`config.mk`:
```
export PLATFORM = sky130hd
export DESIGN_NAME = lpm_controller
export DESIGN_NICKNAME = d
export VERILOG_FILES = /design/src/lpm_pkg.sv /design/src/lpm_wake_timer.sv /design/src/lpm_wake_select.sv /design/src/lpm_controller.sv
export SDC_FILE = /design/constraint.sdc
export NUM_CORES = 1
export LEC_CHECK = 0
export ABC_AREA = 0
export BUFFER_PORTS_ARGS = -buffer_cell sky130_fd_sc_hd__clkbuf_2
export CAP_MARGIN = 0
export CORE_MARGIN = 5
export CORE_UTILIZATION = 40
export DETAILED_ROUTE_END_ITERATION = 10
export GPL_TIMING_DRIVEN = 0
export PLACE_DENSITY = 0.65
export SYNTH_ARGS = -nofsm -noshare
export SYNTH_HDL_FRONTEND = slang
export SYNTH_SLANG_ARGS = --single-unit
```
`constraint.sdc`:
```
create_clock -name mclk -period 2.3 [get_ports mclk]
set_input_delay 0.575 -clock mclk [delete_from_list [all_inputs] [get_ports mclk]]
set_output_delay 0.575 -clock mclk [all_outputs]
set_load 0.01 [all_outputs]
```
`src/lpm_pkg.sv`:
```
// Package for the low-power mode controller: modes, widths, timing counts.
// Assumes a single 25 MHz system clock.
package lpm_pkg;
  // Clock rate and wakeup timing
  localparam int ClkHz = 25000000;
  localparam int FastWakeNs = 5000;
  localparam int FastWakeCycles = (FastWakeNs * (ClkHz / 1000000)) / 1000;
  localparam int RefSettleNs = 20000;
  localparam int RefSettleCycles = (RefSettleNs * (ClkHz / 1000000)) / 1000;
  localparam int WakeCntW = 10;
  // Source counts
  localparam int ExtIrqCount = 6;
  localparam int PeriphCount = 8;
  localparam int EventCount = 5;
  localparam int HaltWakeCount = 2;
  // Event source bit positions
  localparam int EvtTimerBit = 0;
  localparam int EvtSerialBit = 1;
  localparam int EvtDmaBit = 2;
  localparam int EvtCompBit = 3;
  localparam int EvtPortBit = 4;
  // Power modes
  typedef enum logic [2:0] {
    LPM_RUN = 3'h0,
    LPM_WAIT = 3'h1,
    LPM_LPRUN = 3'h2,
    LPM_LPWAIT = 3'h3,
    LPM_AHALT = 3'h4,
    LPM_HALT = 3'h5,
    LPM_WAKE = 3'h6
  } lpm_mode_type;
endpackage

```
`src/lpm_wake_timer.sv`:
```
// Halt wakeup delay counter: one load pulse, then done after the count.
// Assumes single clock mclk and synchronous reset.
`timescale 1ns/10ps
`default_nettype none
module lpm_wake_timer #(
  parameter int CntW = 10
) (
  // Clock and reset
  input wire logic mclk,
  input wire logic reset,
  // Control
  input wire logic load,
  input wire logic [CntW-1:0] loadVal,
  output logic done
);
  logic [CntW-1:0] count_ff;
  logic busy_ff;

  // Down counter
  always_ff @(posedge mclk) begin
    if (reset) begin
      count_ff <= '0;
      busy_ff <= 1'b0;
    end else if (load) begin
      count_ff <= loadVal;
      busy_ff <= 1'b1;
    end else if (busy_ff && count_ff != '0) begin
      count_ff <= count_ff - 1'b1;
    end else begin
      busy_ff <= 1'b0;
    end
  end

  // Done when counted out
  assign done = busy_ff && (count_ff == '0);
endmodule
`default_nettype wire

```
`src/lpm_wake_select.sv`:
```
// Wakeup source filter: picks which requests may end the present mode.
// Assumes request inputs are synchronous one-cycle or level signals.
`timescale 1ns/10ps
`default_nettype none
module lpm_wake_select (
  // Present mode
  input wire lpm_pkg::lpm_mode_type mode,
  // Sources
  input wire logic intIrq,
  input wire logic [lpm_pkg::ExtIrqCount-1:0] extIrq,
  input wire logic [lpm_pkg::EventCount-1:0] periphEvent,
  input wire logic rtcIrq,
  input wire logic [lpm_pkg::HaltWakeCount-1:0] haltWakeReq,
  // Result
  output logic wake
);
  import lpm_pkg::*;

  // Mode-dependent source gating
  always_comb begin
    wake = 1'b0;
    unique case (mode)
      LPM_WAIT: wake = intIrq || (|extIrq);
      LPM_LPWAIT: wake = |periphEvent;
      LPM_AHALT: wake = rtcIrq || (|extIrq);
      LPM_HALT: wake = (|extIrq) || (|haltWakeReq);
      LPM_RUN, LPM_LPRUN, LPM_WAKE: wake = 1'b0;
      default: wake = 1'b0;
    endcase
  end
endmodule
`default_nettype wire

```
`src/lpm_controller.sv`:
```
// Low-power mode controller: sequences Run, Wait, Low-power run/wait,
// Active-halt and Halt, and drives clock gates, oscillator, memory and
// regulator controls. Assumes one clock mclk and synchronous reset.
// Function
// - Wait stops the processor clock while selected peripherals keep clocks.
// - Wait is entered on either wait instruction and left on interrupt or reset.
// - Low-power run uses a slow oscillator, RAM fetch, stopped flash/EEPROM, ULP regulator.
// - Low-power run is entered from Run only by software and left by software or reset.
// - A wait-for-event during Low-power run enters Low-power wait with processor stopped.
// - Low-power wait ends on reset or on a timer, serial, DMA, comparator or port event.
// - An event ending Low-power wait returns to Low-power run with the processor clock on.
// - Active-halt stops processor and peripheral clocks except the real-time clock.
// - Active-halt ends on a real-time clock interrupt, external interrupt or reset.
// - Halt stops processor and peripheral clocks, stays powered and keeps RAM.
// - Halt ends on external interrupt, reset, or a halt-capable peripheral request.
// - With fast wakeup chosen, Halt resumes in 5 us without waiting for the reference.
// - Six external interrupt inputs, each its own vector, serve as wakeup sources.
// - Main regulator in Run and Wait; low-power regulator in both halts and LP run/wait.
// - When enabled, the reference voltage is off during Halt.
`timescale 1ns/10ps
`default_nettype none
module lpm_controller #(
  parameter int PeriphN = lpm_pkg::PeriphCount
) (
  // Clock and reset
  input wire logic mclk,
  input wire logic reset,
  // Processor requests
  input wire logic waitInterruptInstr,
  input wire logic waitEventInstr,
  input wire logic haltInstr,
  input wire logic activeHaltSel,
  input wire logic lowPowerRunEnter,
  input wire logic lowPowerRunExit,
  // Software configuration
  input wire logic [PeriphN-1:0] periphKeepOn,
  input wire logic fastWakeupEn,
  input wire logic refOffInHaltEn,
  input wire logic useLowSpeedExternal,
  // Wakeup sources
  input wire logic intIrq,
  input wire logic [lpm_pkg::ExtIrqCount-1:0] extIrq,
  input wire logic [lpm_pkg::EventCount-1:0] periphEvent,
  input wire logic rtcIrq,
  input wire logic [lpm_pkg::HaltWakeCount-1:0] haltWakeReq,
  // Clock gating
  output logic cpuClkEn,
  output logic [PeriphN-1:0] periphClkEn,
  output logic rtcClkEn,
  // Oscillator, memory and supply control
  output logic lowSpeedOscSel,
  output logic lowSpeedExtSel,
  output logic fetchFromRam,
  output logic flashEepromOn,
  output logic lowPowerRegulatorMode,
  output logic refVoltageOn,
  output logic ramRetain,
  // Status
  output lpm_pkg::lpm_mode_type powerMode,
  output logic wakePulse
);
  import lpm_pkg::*;

  localparam logic [WakeCntW-1:0] FastLoad = WakeCntW'(FastWakeCycles - 1);
  localparam logic [WakeCntW-1:0] SlowLoad = WakeCntW'(RefSettleCycles - 1);

  lpm_mode_type mode_ff;
  lpm_mode_type nxt_mode;
  logic wake;
  logic timerLoad;
  logic timerDone;
  logic [WakeCntW-1:0] wakeCycles_ff;
  logic refOff_ff;
  logic extSel_ff;
  logic [PeriphN-1:0] gateCfg;

  // Source filter per mode
  lpm_wake_select uSel (
    .mode(mode_ff),
    .intIrq(intIrq),
    .extIrq(extIrq),
    .periphEvent(periphEvent),
    .rtcIrq(rtcIrq),
    .haltWakeReq(haltWakeReq),
    .wake(wake)
  );

  // Halt and Active-halt resume delay
  lpm_wake_timer #(.CntW(WakeCntW)) uTmr (
    .mclk(mclk),
    .reset(reset),
    .load(timerLoad),
    .loadVal((fastWakeupEn || !refOff_ff) ? FastLoad : SlowLoad),
    .done(timerDone)
  );

  // Next mode
  always_comb begin
    nxt_mode = mode_ff;
    timerLoad = 1'b0;
    unique case (mode_ff)
      LPM_RUN: begin
        if (lowPowerRunEnter) begin
          nxt_mode = LPM_LPRUN;
        end else if (haltInstr) begin
          nxt_mode = activeHaltSel ? LPM_AHALT : LPM_HALT;
        end else if (waitInterruptInstr || waitEventInstr) begin
          nxt_mode = LPM_WAIT;
        end
      end
      LPM_WAIT: begin
        if (wake) begin
          nxt_mode = LPM_RUN;
        end
      end
      LPM_LPRUN: begin
        if (lowPowerRunExit) begin
          nxt_mode = LPM_RUN;
        end else if (waitEventInstr) begin
          nxt_mode = LPM_LPWAIT;
        end
      end
      LPM_LPWAIT: begin
        if (wake) begin
          nxt_mode = LPM_LPRUN;
        end
      end
      LPM_AHALT, LPM_HALT: begin
        if (wake) begin
          nxt_mode = LPM_WAKE;
          timerLoad = 1'b1;
        end
      end
      LPM_WAKE: begin
        if (timerDone) begin
          nxt_mode = LPM_RUN;
        end
      end
      default: nxt_mode = LPM_RUN;
    endcase
  end

  // Mode register
  always_ff @(posedge mclk) begin
    if (reset) begin
      mode_ff <= LPM_RUN;
    end else begin
      mode_ff <= nxt_mode;
    end
  end

  // Captured configuration at mode entry
  always_ff @(posedge mclk) begin
    if (reset) begin
      refOff_ff <= 1'b0;
      extSel_ff <= 1'b0;
    end else if (mode_ff == LPM_RUN) begin
      refOff_ff <= refOffInHaltEn;
      extSel_ff <= useLowSpeedExternal;
    end
  end

  // Wake pulse on entry to Run or Low-power run, except when leaving Low-power run
  always_ff @(posedge mclk) begin
    if (reset) begin
      wakePulse <= 1'b0;
    end else begin
      wakePulse <= (mode_ff != nxt_mode) && (nxt_mode == LPM_RUN || nxt_mode == LPM_LPRUN)
        && (mode_ff != LPM_LPRUN);
    end
  end

  // Cycles spent waking, so the timing check needs no long repetition
  always_ff @(posedge mclk) begin
    if (reset) begin
      wakeCycles_ff <= '0;
    end else if (mode_ff == LPM_WAKE) begin
      wakeCycles_ff <= wakeCycles_ff + 1'b1;
    end else begin
      wakeCycles_ff <= '0;
    end
  end

  // Peripheral gates chosen by software
  assign gateCfg = periphKeepOn;

  // Outputs from the mode
  always_ff @(posedge mclk) begin
    if (reset) begin
      cpuClkEn <= 1'b1;
      periphClkEn <= '1;
      rtcClkEn <= 1'b1;
      lowSpeedOscSel <= 1'b0;
      lowSpeedExtSel <= 1'b0;
      fetchFromRam <= 1'b0;
      flashEepromOn <= 1'b1;
      lowPowerRegulatorMode <= 1'b0;
      refVoltageOn <= 1'b1;
      ramRetain <= 1'b1;
    end else begin
      ramRetain <= 1'b1;
      lowSpeedExtSel <= extSel_ff;
      refVoltageOn <= !(nxt_mode == LPM_HALT && refOff_ff);
      unique case (nxt_mode)
        LPM_RUN, LPM_WAKE: begin
          cpuClkEn <= (nxt_mode == LPM_RUN);
          periphClkEn <= (nxt_mode == LPM_RUN) ? '1 : '0;
          rtcClkEn <= 1'b1;
          lowSpeedOscSel <= 1'b0;
          fetchFromRam <= 1'b0;
          flashEepromOn <= 1'b1;
          lowPowerRegulatorMode <= (nxt_mode == LPM_WAKE);
        end
        LPM_WAIT: begin
          cpuClkEn <= 1'b0;
          periphClkEn <= gateCfg;
          rtcClkEn <= 1'b1;
          lowSpeedOscSel <= 1'b0;
          fetchFromRam <= 1'b0;
          flashEepromOn <= 1'b1;
          lowPowerRegulatorMode <= 1'b0;
        end
        LPM_LPRUN, LPM_LPWAIT: begin
          cpuClkEn <= (nxt_mode == LPM_LPRUN);
          periphClkEn <= gateCfg;
          rtcClkEn <= 1'b1;
          lowSpeedOscSel <= 1'b1;
          fetchFromRam <= 1'b1;
          flashEepromOn <= 1'b0;
          lowPowerRegulatorMode <= 1'b1;
        end
        LPM_AHALT, LPM_HALT: begin
          cpuClkEn <= 1'b0;
          periphClkEn <= '0;
          rtcClkEn <= (nxt_mode == LPM_AHALT);
          lowSpeedOscSel <= 1'b0;
          fetchFromRam <= 1'b0;
          flashEepromOn <= 1'b0;
          lowPowerRegulatorMode <= 1'b1;
        end
        default: begin
          cpuClkEn <= 1'b1;
          periphClkEn <= '1;
          rtcClkEn <= 1'b1;
          lowSpeedOscSel <= 1'b0;
          fetchFromRam <= 1'b0;
          flashEepromOn <= 1'b1;
          lowPowerRegulatorMode <= 1'b0;
        end
      endcase
    end
  end

  assign powerMode = mode_ff;

  // Wait enters on either instruction
  wait_entry_a: assert property (@(posedge mclk) disable iff (reset)
    mode_ff == LPM_RUN && !lowPowerRunEnter && !haltInstr
      && (waitEventInstr || waitInterruptInstr) |=> mode_ff == LPM_WAIT && !cpuClkEn)
    else $error("wait not entered");

  // Wait processor clock off
  wait_clock_gate_a: assert property (@(posedge mclk) disable iff (reset)
    $past(nxt_mode) == LPM_WAIT && !$past(reset) |-> !cpuClkEn && periphClkEn == $past(gateCfg))
    else $error("wait gating wrong");

  // LP run configuration
  lprun_config_a: assert property (@(posedge mclk) disable iff (reset)
    mode_ff == LPM_LPRUN && $past(mode_ff) == LPM_LPRUN
      |-> lowSpeedOscSel && fetchFromRam && !flashEepromOn && lowPowerRegulatorMode && cpuClkEn)
    else $error("low-power run config wrong");

  // LP run only left by software
  lprun_exit_a: assert property (@(posedge mclk) disable iff (reset)
    mode_ff == LPM_LPRUN && !lowPowerRunExit && !waitEventInstr |=> mode_ff == LPM_LPRUN)
    else $error("low-power run left without request");

  // Event returns LP wait to LP run
  lpwait_event_a: assert property (@(posedge mclk) disable iff (reset)
    mode_ff == LPM_LPWAIT && (|periphEvent) |=> mode_ff == LPM_LPRUN && cpuClkEn)
    else $error("lp wait event return wrong");

  // Interrupts do not end LP wait
  lpwait_irq_a: assert property (@(posedge mclk) disable iff (reset)
    mode_ff == LPM_LPWAIT && !(|periphEvent) |=> mode_ff == LPM_LPWAIT)
    else $error("lp wait left without event");

  // Active-halt keeps only the RTC clock
  ahalt_gate_a: assert property (@(posedge mclk) disable iff (reset)
    mode_ff == LPM_AHALT && $past(mode_ff) == LPM_AHALT
      |-> !cpuClkEn && periphClkEn == '0 && rtcClkEn)
    else $error("active-halt gating wrong");

  // Fast wakeup timing from Halt
  fast_wake_a: assert property (@(posedge mclk) disable iff (reset)
    mode_ff == LPM_HALT && wake && fastWakeupEn |=> mode_ff == LPM_WAKE
      ##125 mode_ff == LPM_RUN && wakeCycles_ff == WakeCntW'(FastWakeCycles))
    else $error("fast wakeup time wrong");

  // Reference off in Halt when enabled
  ref_off_a: assert property (@(posedge mclk) disable iff (reset)
    mode_ff == LPM_HALT && $past(mode_ff) == LPM_HALT && refOff_ff |-> !refVoltageOn)
    else $error("reference not switched off");
endmodule
`default_nettype wire

```
* Word-level counts from Yosys, hierarchy flattened
Index checks and enable logic that the tools add are counted.
Word-level totals: bits in registers 32, input port bits 34, output and inout bits 21, word-level logic and storage cells 85
Operators by class: add/subtract/negate cells 1, equal/unequal tests 15, mux-type cells 25, bitwise operators 1, reductions and logical operators 29
Operator list (number):
- two-way mux 3 bit | 9
- one-hot mux 8 bit (3 select lines) | 1
- two-way mux 10 bit | 2
- equality test 3 bit, second input constant | 6
- one-hot mux 3 bit (6 select lines) | 1
- equality test 3 x 2 -> 1 bit, second input constant | 4
- OR reduction 2 bit | 6
- logical NOT 10 bit | 1
- nonzero test 10 bit | 1
- subtractor 10 x 1 -> 10 bit, second input constant | 1
- two-way mux 9 bit | 1
- two-way mux 8 bit | 1
- two-way mux 1 bit | 7
- equality test 3 x 1 -> 1 bit, second input constant | 2
- logical NOT 3 bit | 2
- logical OR 1 bit | 6
- OR reduction 3 bit | 2
- OR reduction 6 bit | 1
- logical AND 1 bit | 5
- OR reduction 5 bit | 1
- one-hot mux 1 bit (4 select lines) | 1
- OR reduction 4 bit | 1
- inequality test 3 x 2 -> 1 bit, second input constant | 1
- inequality test 3 bit | 1
- other kinds (6) | 7

* Longest topological paths before layout
Gate-level depths: netlist (run 1).
depth in word-level cells 9, depth in mapped cells 7, mapped depth without buffers 7

* Modules after synthesis
A second synthesis (run 1) with hierarchy kept.
Second synthesis, totals: cell total of the unflattened synthesis 190, area, all modules 1726.7 um^2
Modules (own cells, without submodules):
- lpm_controller | times used 1, cells each 99, area an instance 980.9 um^2, sequential area each 420.4 um^2
- lpm_wake_timer | times used 1, cells each 79, area an instance 671.9 um^2, sequential area each 220.2 um^2
- lpm_wake_select | times used 1, cells each 12, area an instance 73.8 um^2, sequential area each 0.0 um^2

* Worst setup path after synthesis (run 1)
OpenSTA, ideal clock, no wires.
path type input-to-reg, from in extIrq[3] (netlist name), to reg rtcClkEn, library setup time 127 ps, arrival time 1771 ps, required time 2173 ps, path slack 402 ps, stages 5, buffers on the path 0, cell sequence nor4_1 > nor3b_2 > a21oi_1 > nor3_1 > or3b_1
Between the ends: cells in the longest elaborated chain, start to end 9, elaborated cells on any way between the ends 14, classes of those cells eq/ne (2); mux (5); bitwise (1); reduce/logical (6)
RTL lines:
- start, declared | line lpm_controller.sv:42 | input wire logic [lpm_pkg::ExtIrqCount-1:0] extIrq,
- OR reduction 6 bit * | line lpm_wake_select.sv:23, lpm_wake_select.sv:25, lpm_wake_select.sv:26
- logical OR 1 bit (on tied branches) | line lpm_wake_select.sv:26, lpm_wake_select.sv:23, lpm_wake_select.sv:25
- one-hot mux 1 bit (4 select lines) * | line lpm_wake_select.sv:22 | unique case (mode)
- two-way mux 3 bit (on tied branches) | line lpm_controller.sv:129, lpm_controller.sv:112, lpm_controller.sv:124
- one-hot mux 3 bit (6 select lines) * | line lpm_controller.sv:101 | unique case (mode_ff)
- equality test 3 bit (on tied branches) | line lpm_controller.sv:204, lpm_controller.sv:235
- OR reduction 2 bit
- NOT 1 bit (no line)
- OR reduction 2 bit (no line)
- end signal, assigned | line lpm_controller.sv:235 | rtcClkEn <= (nxt_mode == LPM_AHALT);
- end, declared | line lpm_controller.sv:49 | output logic rtcClkEn,
Every way passes the cells marked *; elsewhere a longest branch is shown, timed or not. A chain may end at the register's enable or synchronous reset.

* Worst setup path in the final report (run 1)
from reg uTmr.count_ff[5], to reg uTmr.count_ff[1]
Between the ends: cells in the longest elaborated chain, start to end 3
RTL lines:
- start, declared | line lpm_wake_timer.sv:16 | logic [CntW-1:0] count_ff;
- start signal, assigned | line lpm_wake_timer.sv:25 | count_ff <= loadVal;
- start signal, assigned | line lpm_wake_timer.sv:28 | count_ff <= count_ff - 1'b1;
- nonzero test 10 bit | line lpm_wake_timer.sv:27 | end else if (busy_ff && count_ff != '0) begin
- logical AND 1 bit | line lpm_wake_timer.sv:27
- nonzero test 2 bit (no line)
No other way between the ends.

==> run metrics, run 1 <==
H-tree levels 2; cts hold-fix bufs 0; DRT antenna net count 0; arrival time at the worst endpoint 2.15 ns; Avg Cell Area, Syn 9.97 µm²; gr usage total 0.150; CTS Buf Count 5; Die H 71.5 µm; max FFs per register 10; Worst IR Drop VDD 0.581 mV; Layout Nets 247; post-synth top area share 0.423; RSZ-0062 raised after global routing no; Finished Cell Area 0.00195 mm²; Die Width 71.5 µm; total congestion overflow 0; Final Wtd Congestion 0.830; die area 0.00512 mm²; DRT iter0 DRCs 103; Setup crit start kind flop; HP Class reg -> reg; RR Startpoint uTmr.count_ff[5]$_SDFFE_PP0P_; NetSw 0.524 mW; Syn Inst Count 152; WL final 3620 µm; Starting Density 0.414; CORE AREA 0.00366 mm²; largest area contributor in the netlist dfxtp_1; most frequent cells in the layout clkbuf_2, dfxtp_1, nor2_1, a21oi_1; Sequential Power Share 0.407; Vias/cell 5.10; Slew Limit Fails 0; Post-synth EDFFs 0; Top FF cell, synth dfxtp_1; Post-CTS Setup Inserts 0; top cells by area, synth dfxtp_1, a211o_1, a21oi_1, nor2_1, xnor2_1; Pleak 0.848 nW; Cell Pwr Density 875 mW/mm²; Final TNS setup 0 ns; FP Rows 22; hold-critical path depth 1; placed cell areas 0.00184 mm²; CTS Buffer Depth 2; commonest non-fill, non-tap cell in the layout clkbuf_2; # fillers 352; synthesized net count 187; first-pass GRT wire length 6180 µm; Reg-to-Reg End uTmr.count_ff[1]$_SDFFE_PP0P_; number of synthesized register bits 32; Async S/R FF share, synth 0; status finished, final reports clean; Critical Path RT 2.50 ns; Final Hold Fails 0; Worst-Skew Late Latency 0.29 ns; vias in the first global route 1377; post-CTS resize count 0; Area Overhead vs Synth 28.6%; FF-to-FF path depth 5; Max-cap violations 0; Post-route DRC 0; I/O Pins 55; largest reg by FF count uTmr.count_ff; CTS sink cnt 32; FF-to-FF setup slack 0.35 ns; n_diodes 0; Int Power 1.18 mW; antenna violations before repair 0; Final setup viols 0; Yosys warning count 0; hold path start extSel_ff$_SDFFE_PP0P_; clock share of power 0.311; Synth Cell Area 0.00152 mm²; DR pass1 iterations 4; layout cell share with drive strength beyond 1 0.390; clock root cell clkbuf_8; worst clock skew 0.00689 ns; drt wl/cell 13.9 µm; register area share after synthesis 0.423; input/output buffers 53; Sw Share 0.308; fmax 512 MHz; period utilization 0.849; CTS tree built; Reg clk slew, reported paths 0.07 ns; CP Max Fanout 6; crit path time final 1.95 ns; synth unique cells 54; largest net degree at the start of global routing 11; Vias 1331; Crit Path Class reg -> reg; dpl hpwl 2810 µm; CP Capture Type flop; hold endpoint lowSpeedExtSel$_SDFF_PP0_; Combinational Power Share 0.282
-- kinds of logic (layout without fill, tap and decap cells) --
logic type	count (synthesis)	count (layout)	synth area share
AO/OA/AOI/OAI	41	41	0.211
flip-flops	32	32	0.423
XOR/XNOR	6	6	0.0347
other	1	1	0.00247
buffers and inverters	14	75	0.0636
adder cells (fa/ha/maj)	1	1	0.00826
AND/OR/NAND/NOR	54	54	0.237
multiplexers	3	3	0.0206
-- area by class of cell --
class | instances | area, µm² | area share
multi-input cells | 106 | 778 | 0.399
clock buffers | 6 | 72.6 | 0.0373
inverters | 4 | 15.0 | 0.00771
well taps | 48 | 60.1 | 0.0308
clock inverters | 2 | 35.0 | 0.0180
repair buffers | 53 | 265 | 0.136
flip-flops and latches | 32 | 641 | 0.329
plain buffers | 10 | 81.3 | 0.0417
-- power groups by stage --
stage | Combinational [mW] | Clock, mW | Sequential, mW
2_1_floorplan | 0.316 | 0 | 0.719
3_3_place_gp | 0.470 | 0 | 0.701
3_5_place_dp | 0.480 | 0 | 0.705
4_1_cts | 0.484 | 0.539 | 0.693
5_1_grt | 0.535 | 0.570 | 0.702
6_report | 0.481 | 0.530 | 0.693
-- synthesized netlist by cell type, types with 2 or more instances --
master    number
a21oi_1       10
buf_4          4
nand2_1        8
inv_1          4
a31oi_1        4
nand3b_1       2
nor2b_1        2
xor2_1         2
nand2b_1       3
a21o_1         3
xnor2_1        4
nor2_1        11
nor4b_1        3
nor3_1         5
dfxtp_1       32
o21bai_1       2
a211o_1        8
mux2i_1        2
buf_6          3
o31ai_1        4
nor4_1         3
-- metrics by stage --
stage / cells / setup slack (ns) / utilization / power [mW] / hold WS (ns)
global placement: 253 / 0.0546 / 0.503 / 1.17 / 0.456
floorplan: 152 / 0.402 / - / 1.03 / 0.408
CTS: 261 / 0.317 / 0.532 / 1.72 / 0.479
global route: 261 / 0.174 / 0.532 / 1.81 / 0.486
detailed placement: 253 / 0.0705 / 0.503 / 1.18 / 0.465
finish: 261 / 0.348 / 0.532 / 1.70 / 0.479
-- how the worst max path moves through the flow --
stage / to / start / slack [ns] / depth (start not counted)
after detailed placement: rtcClkEn$_SDFF_PP1_ / extIrq[3] / 0.07 / 6
final: uTmr.count_ff[1]$_SDFFE_PP0P_ / uTmr.count_ff[5]$_SDFFE_PP0P_ / 0.35 / 5
after floorplan: rtcClkEn$_SDFF_PP1_ / extIrq[3] / 0.40 / 5
after global routing: uTmr.count_ff[1]$_SDFFE_PP0P_ / uTmr.count_ff[5]$_SDFFE_PP0P_ / 0.17 / 5
after global placement: rtcClkEn$_SDFF_PP1_ / extIrq[3] / 0.05 / 6
after CTS: uTmr.count_ff[1]$_SDFFE_PP0P_ / uTmr.count_ff[5]$_SDFFE_PP0P_ / 0.32 / 5
-- metal layers --
metal	share of wire	vias up	track usage
li1	-	674	-
met1	0.43	608	0.178
met2	0.46	43	0.250
met3	0.089	6	0.0519
met4	0.017	0	0.0564
met5	0	-	0
-- critical path, cell delays in order (launching register included) --
cell	delay (ns)
dfxtp_1	0.38
nor4_4	0.42
nand2_1	0.15
o31ai_2	0.33
mux2_2	0.38
o31ai_1	0.20
Power figures use the tool's default switching activity.
==> inputs of run 2 (changes only) <==
Clock period 2.3 ns to 2 ns, I/O delays scaled along.
==> run metrics, run 2 (synthesized netlist as in run 1, its figures left out) <==
status finished, final reports clean; die area 0.00512 mm²; max FFs per register 10; Final Wtd Congestion 0.830; Slew Limit Fails 0; CTS Buf Count 5; Reg clk slew, reported paths 0.07 ns; Max-cap violations 0; Critical Path RT 2.23 ns; arrival time at the worst endpoint 2.16 ns; Vias 1356; clock root cell clkbuf_8; most frequent cells in the layout clkbuf_2, dfxtp_1, nor2_1, a21oi_1; WL final 3660 µm; first-pass GRT wire length 6180 µm; FP Rows 22; Crit-path slowest cell nor4b_4; RR Startpoint uTmr.count_ff[2]$_SDFFE_PP0P_; CTS tree built; area of the multi-input gates 792 µm²; post-layout power 1.98 mW; # fillers 349; FF+latch area 641 µm²; I/O Pins 55; Final Hold Fails 0; worst clock skew 0.00719 ns; Crit Path Class reg -> reg; dpl cells 253; CTS sink cnt 32; largest net degree at the start of global routing 11; Layout Nets 248; RSZ-0062 raised after global routing no; hold path start periphKeepOn[0]; Final setup viols 0; Worst Setup SP uTmr.count_ff[2]$_SDFFE_PP0P_; Final TNS setup 0 ns; CORE AREA 0.00366 mm²; layout cell share with drive strength beyond 1 0.397; total congestion overflow 0; Post-route DRC 0; fmax 519 MHz; H-tree levels 2; Pleak 0.854 nW; DRT antenna net count 0; commonest non-fill, non-tap cell in the layout clkbuf_2; Die Width 71.5 µm; Cell Pwr Density 1010 mW/mm²; Die H 71.5 µm; crit path time final 1.93 ns; Hold Worst Slack 0.419 ns; Starting Density 0.414; HP Class in -> reg; Max stage delay on crit path 0.51 ns; gr usage total 0.150; n_diodes 0; input/output buffers 53; CP Capture Type flop; largest reg by FF count uTmr.count_ff; Area Overhead vs Synth 30.0%; CTS Buffer Depth 2; period utilization 0.964; drt wl/cell 14.0 µm; Non-Filler Instances 262; Vias/cell 5.18; DR pass1 iterations 4; Setup crit start kind flop; antenna violations before repair 0; DRT iter0 DRCs 83; Worst-Skew Late Latency 0.29 ns; dpl hpwl 2810 µm; Worst IR Drop VDD 0.696 mV; vias in the first global route 1377; CP Max Fanout 8; CP Cell Sequence nor4b_1 > a31o_4 > nand2_4 > nor4b_4 > a211o_1
## run 2: path summary, 6_finish.rpt
| check | cells past startpoint | slack [ns] | endpoint |
|---|---|---|---|
| max | 5 | 0.07 | periphClkEn[5]$_SDFF_PP1_ |
| min | 2 | 0.42 | periphClkEn[0]$_SDFF_PP1_ |
| max reg2reg | 5 | 0.07 | periphClkEn[5]$_SDFF_PP1_ |
| min reg2reg | 1 | 0.48 | lowSpeedExtSel$_SDFF_PP0_ |
## run 2: through the flow
stage / instance area [µm²] / utilization / setup slack (ns)
3_5_place_dp: 1840 / 0.503 / -0.155
6_report: 1970 / 0.538 / 0.0724
4_1_cts: 1950 / 0.532 / 0.0172
3_3_place_gp: 1840 / 0.503 / -0.170
5_1_grt: 1970 / 0.538 / 0.0107
2_1_floorplan: 1520 / - / 0.177
## run 2: area by class of cell
| class | instances | area share |
|---|---|---|
| Timing Repair Buffer | 54 | 0.139 |
| Sequential cell | 32 | 0.325 |
| Inverter | 4 | 0.00762 |
| Multi-Input combinational cell | 106 | 0.402 |
| Tap cell | 48 | 0.0305 |
| Clock inverter | 2 | 0.0178 |
| Buffer | 10 | 0.0413 |
| Clock buffer | 6 | 0.0368 |
## run 2: repair_timing
item,CTS,global route
resized for setup,0,2
buffers inserted,0,1
hold buffers,0,0
endpoints found under the setup margin,0,2
## run 2: worst max-delay path: cells and delay by family, from the launching register on
kind	cells	cell delay (ns)
DFF	1	0.38
and+or+nand+nor	3	1.08
AOI/OAI and AO/OA	2	0.42
## run 2: report_power, final
part	total [mW]	leakage [nW]	internal [mW]	switching (mW)
Clock	0.606	0.0552	0.369	0.236
Sequential	0.799	0.264	0.730	0.0689
Combinational	0.577	0.535	0.269	0.308
## run 2: metal layers
| layer | GRT usage | routed length [µm] | part of all wire |
|---|---|---|---|
| met1 | 0.178 | 1490 | 0.41 |
| met3 | 0.0519 | 358 | 0.098 |
| met2 | 0.250 | 1750 | 0.48 |
| met4 | 0.0564 | 61 | 0.017 |
| met5 | 0 | 0 | 0 |
==> inputs of run 3 (changes only) <==
Settings changed: REMOVE_ABC_BUFFERS set to 1.
==> run metrics, run 3 (synthesized netlist as in run 1, its figures left out) <==
Slew Limit Fails 0; Setup crit start kind flop; Hold Worst Slack 0.416 ns; Die H 71.5 µm; Final Hold Fails 0; FF+latch area 643 µm²; input/output buffers 53; Starting Density 0.414; Final Wtd Congestion 0.864; Area Overhead vs Synth 24.4%; die area 0.00512 mm²; period utilization 0.929; CTS Buffer Depth 2; worst clock skew 0.00706 ns; clock root cell clkbuf_8; Critical Path RT 2.19 ns; Post-route DRC 0; DRT iter0 DRCs 38; slew margin rel. 0.617; DRT antenna net count 0; DR pass1 iterations 4; met1 usage 0.148; commonest non-fill, non-tap cell in the layout clkbuf_2; family with the most delay on the worst path simple AND/OR/NAND/NOR gates; GR Util met2 0.254; Crit-path slowest cell nor4_4; n_diodes 0; GR Util met3 0.0505; pre-CTS WS -0.150 ns; Pleak 0.808 nW; fmax 538 MHz; Vias/cell 5.27; HP Class in -> reg; max FFs per register 10; drt wl/cell 14.2 µm; CP Max Fanout 5; CTS sink cnt 32; Max-cap violations 0; post-layout power 1.94 mW; largest reg by FF count uTmr.count_ff; arrival time at the worst endpoint 2.05 ns; CTS tree built; Worst IR Drop VDD 0.544 mV; Max stage delay on crit path 0.39 ns; most frequent cells in the layout clkbuf_2, dfxtp_1, nor2_1, a21oi_1; total congestion overflow 0; crit path time final 1.86 ns; CTS Buf Count 5; Cell Pwr Density 1030 mW/mm²; CP Capture Type flop; largest net degree at the start of global routing 31; I/O Pins 55; Layout Nets 238; Worst-Margin Slew 0.575 ns; Die Width 71.5 µm; antenna violations before repair 0; layout cell share with drive strength beyond 1 0.382; H-tree levels 2; Worst-Skew Late Latency 0.29 ns; first-pass GRT wire length 5810 µm; WL final 3580 µm; slack of the critical path 0.141 ns; # fillers 344; vias in the first global route 1313; Reg clk slew, reported paths 0.07 ns; FP Rows 22; Crit Path Class reg -> reg; Vias 1327; grt peak-use layer met2; Final setup viols 0; status finished, final reports clean; critical path buffer and inverter count 0; CORE AREA 0.00366 mm²; dpl hpwl 2720 µm; RSZ-0062 raised after global routing no; CP Cell Sequence nor4_4 > nand2_1 > o31ai_4 > mux2_2 > o31ai_1; gr usage total 0.143; area of the multi-input gates 787 µm²
run 3: cell count changes in the layout (fill, tap and decap cells not counted), sizes merged:
cell,previous run,this run
buf,9,1
clkbuf,60,59
dlygate4sd1,1,0
run 3: routing by layer:
layer,share of wire,vias up
met3,0.090,7
met2,0.48,46
met1,0.41,619
met5,0,-
li1,-,655
met4,0.023,0
run 3: timing repair:
action	in CTS	in global routing
setup endpoints to repair	0	10
resized for setup	0	3
hold buffers	0	0
buffers inserted	0	1
run 3: final timing paths:
| path | cells past startpoint | endpoint | startpoint | slack, ns |
|---|---|---|---|---|
| max | 5 | uTmr.count_ff[1]$_SDFFE_PP0P_ | uTmr.count_ff[6]$_SDFFE_PP0P_ | 0.14 |
| min | 2 | periphClkEn[2]$_SDFF_PP1_ | periphKeepOn[2] | 0.42 |
| max reg2reg | 5 | uTmr.count_ff[1]$_SDFFE_PP0P_ | uTmr.count_ff[6]$_SDFFE_PP0P_ | 0.14 |
| min reg2reg | 1 | refVoltageOn$_SDFF_PP1_ | refOff_ff$_SDFFE_PP0P_ | 0.47 |
run 3: stage by stage:
stage / area (µm²) / util / TNS (ns) / std cells
final: 1890 / 0.515 / 0 / 252
after global routing: 1890 / 0.515 / 0 / 252
after CTS: 1870 / 0.510 / 0 / 251
after detailed placement: 1760 / 0.481 / -0.150 / 243
after global placement: 1760 / 0.481 / -0.110 / 243
after floorplan: 1430 / - / 0 / 142
run 3: worst register-to-register path, stage by stage (launching register included):
cell	delay, ns
dfxtp_1	0.37
nor4_4	0.39
nand2_1	0.18
o31ai_4	0.27
mux2_2	0.38
o31ai_1	0.20
run 3: cell type report:
type,count,area share
Tap cell,48,0.0319
Inverter,4,0.00796
Timing Repair Buffer,54,0.145
Multi-Input combinational cell,106,0.417
Sequential cell,32,0.341
Clock buffer,6,0.0385
Clock inverter,2,0.0186
run 3: where the power goes:
group	total [mW]	internal [mW]	switching (mW)
Sequential	0.819	0.731	0.0874
Combinational	0.516	0.236	0.280
Clock	0.607	0.369	0.238
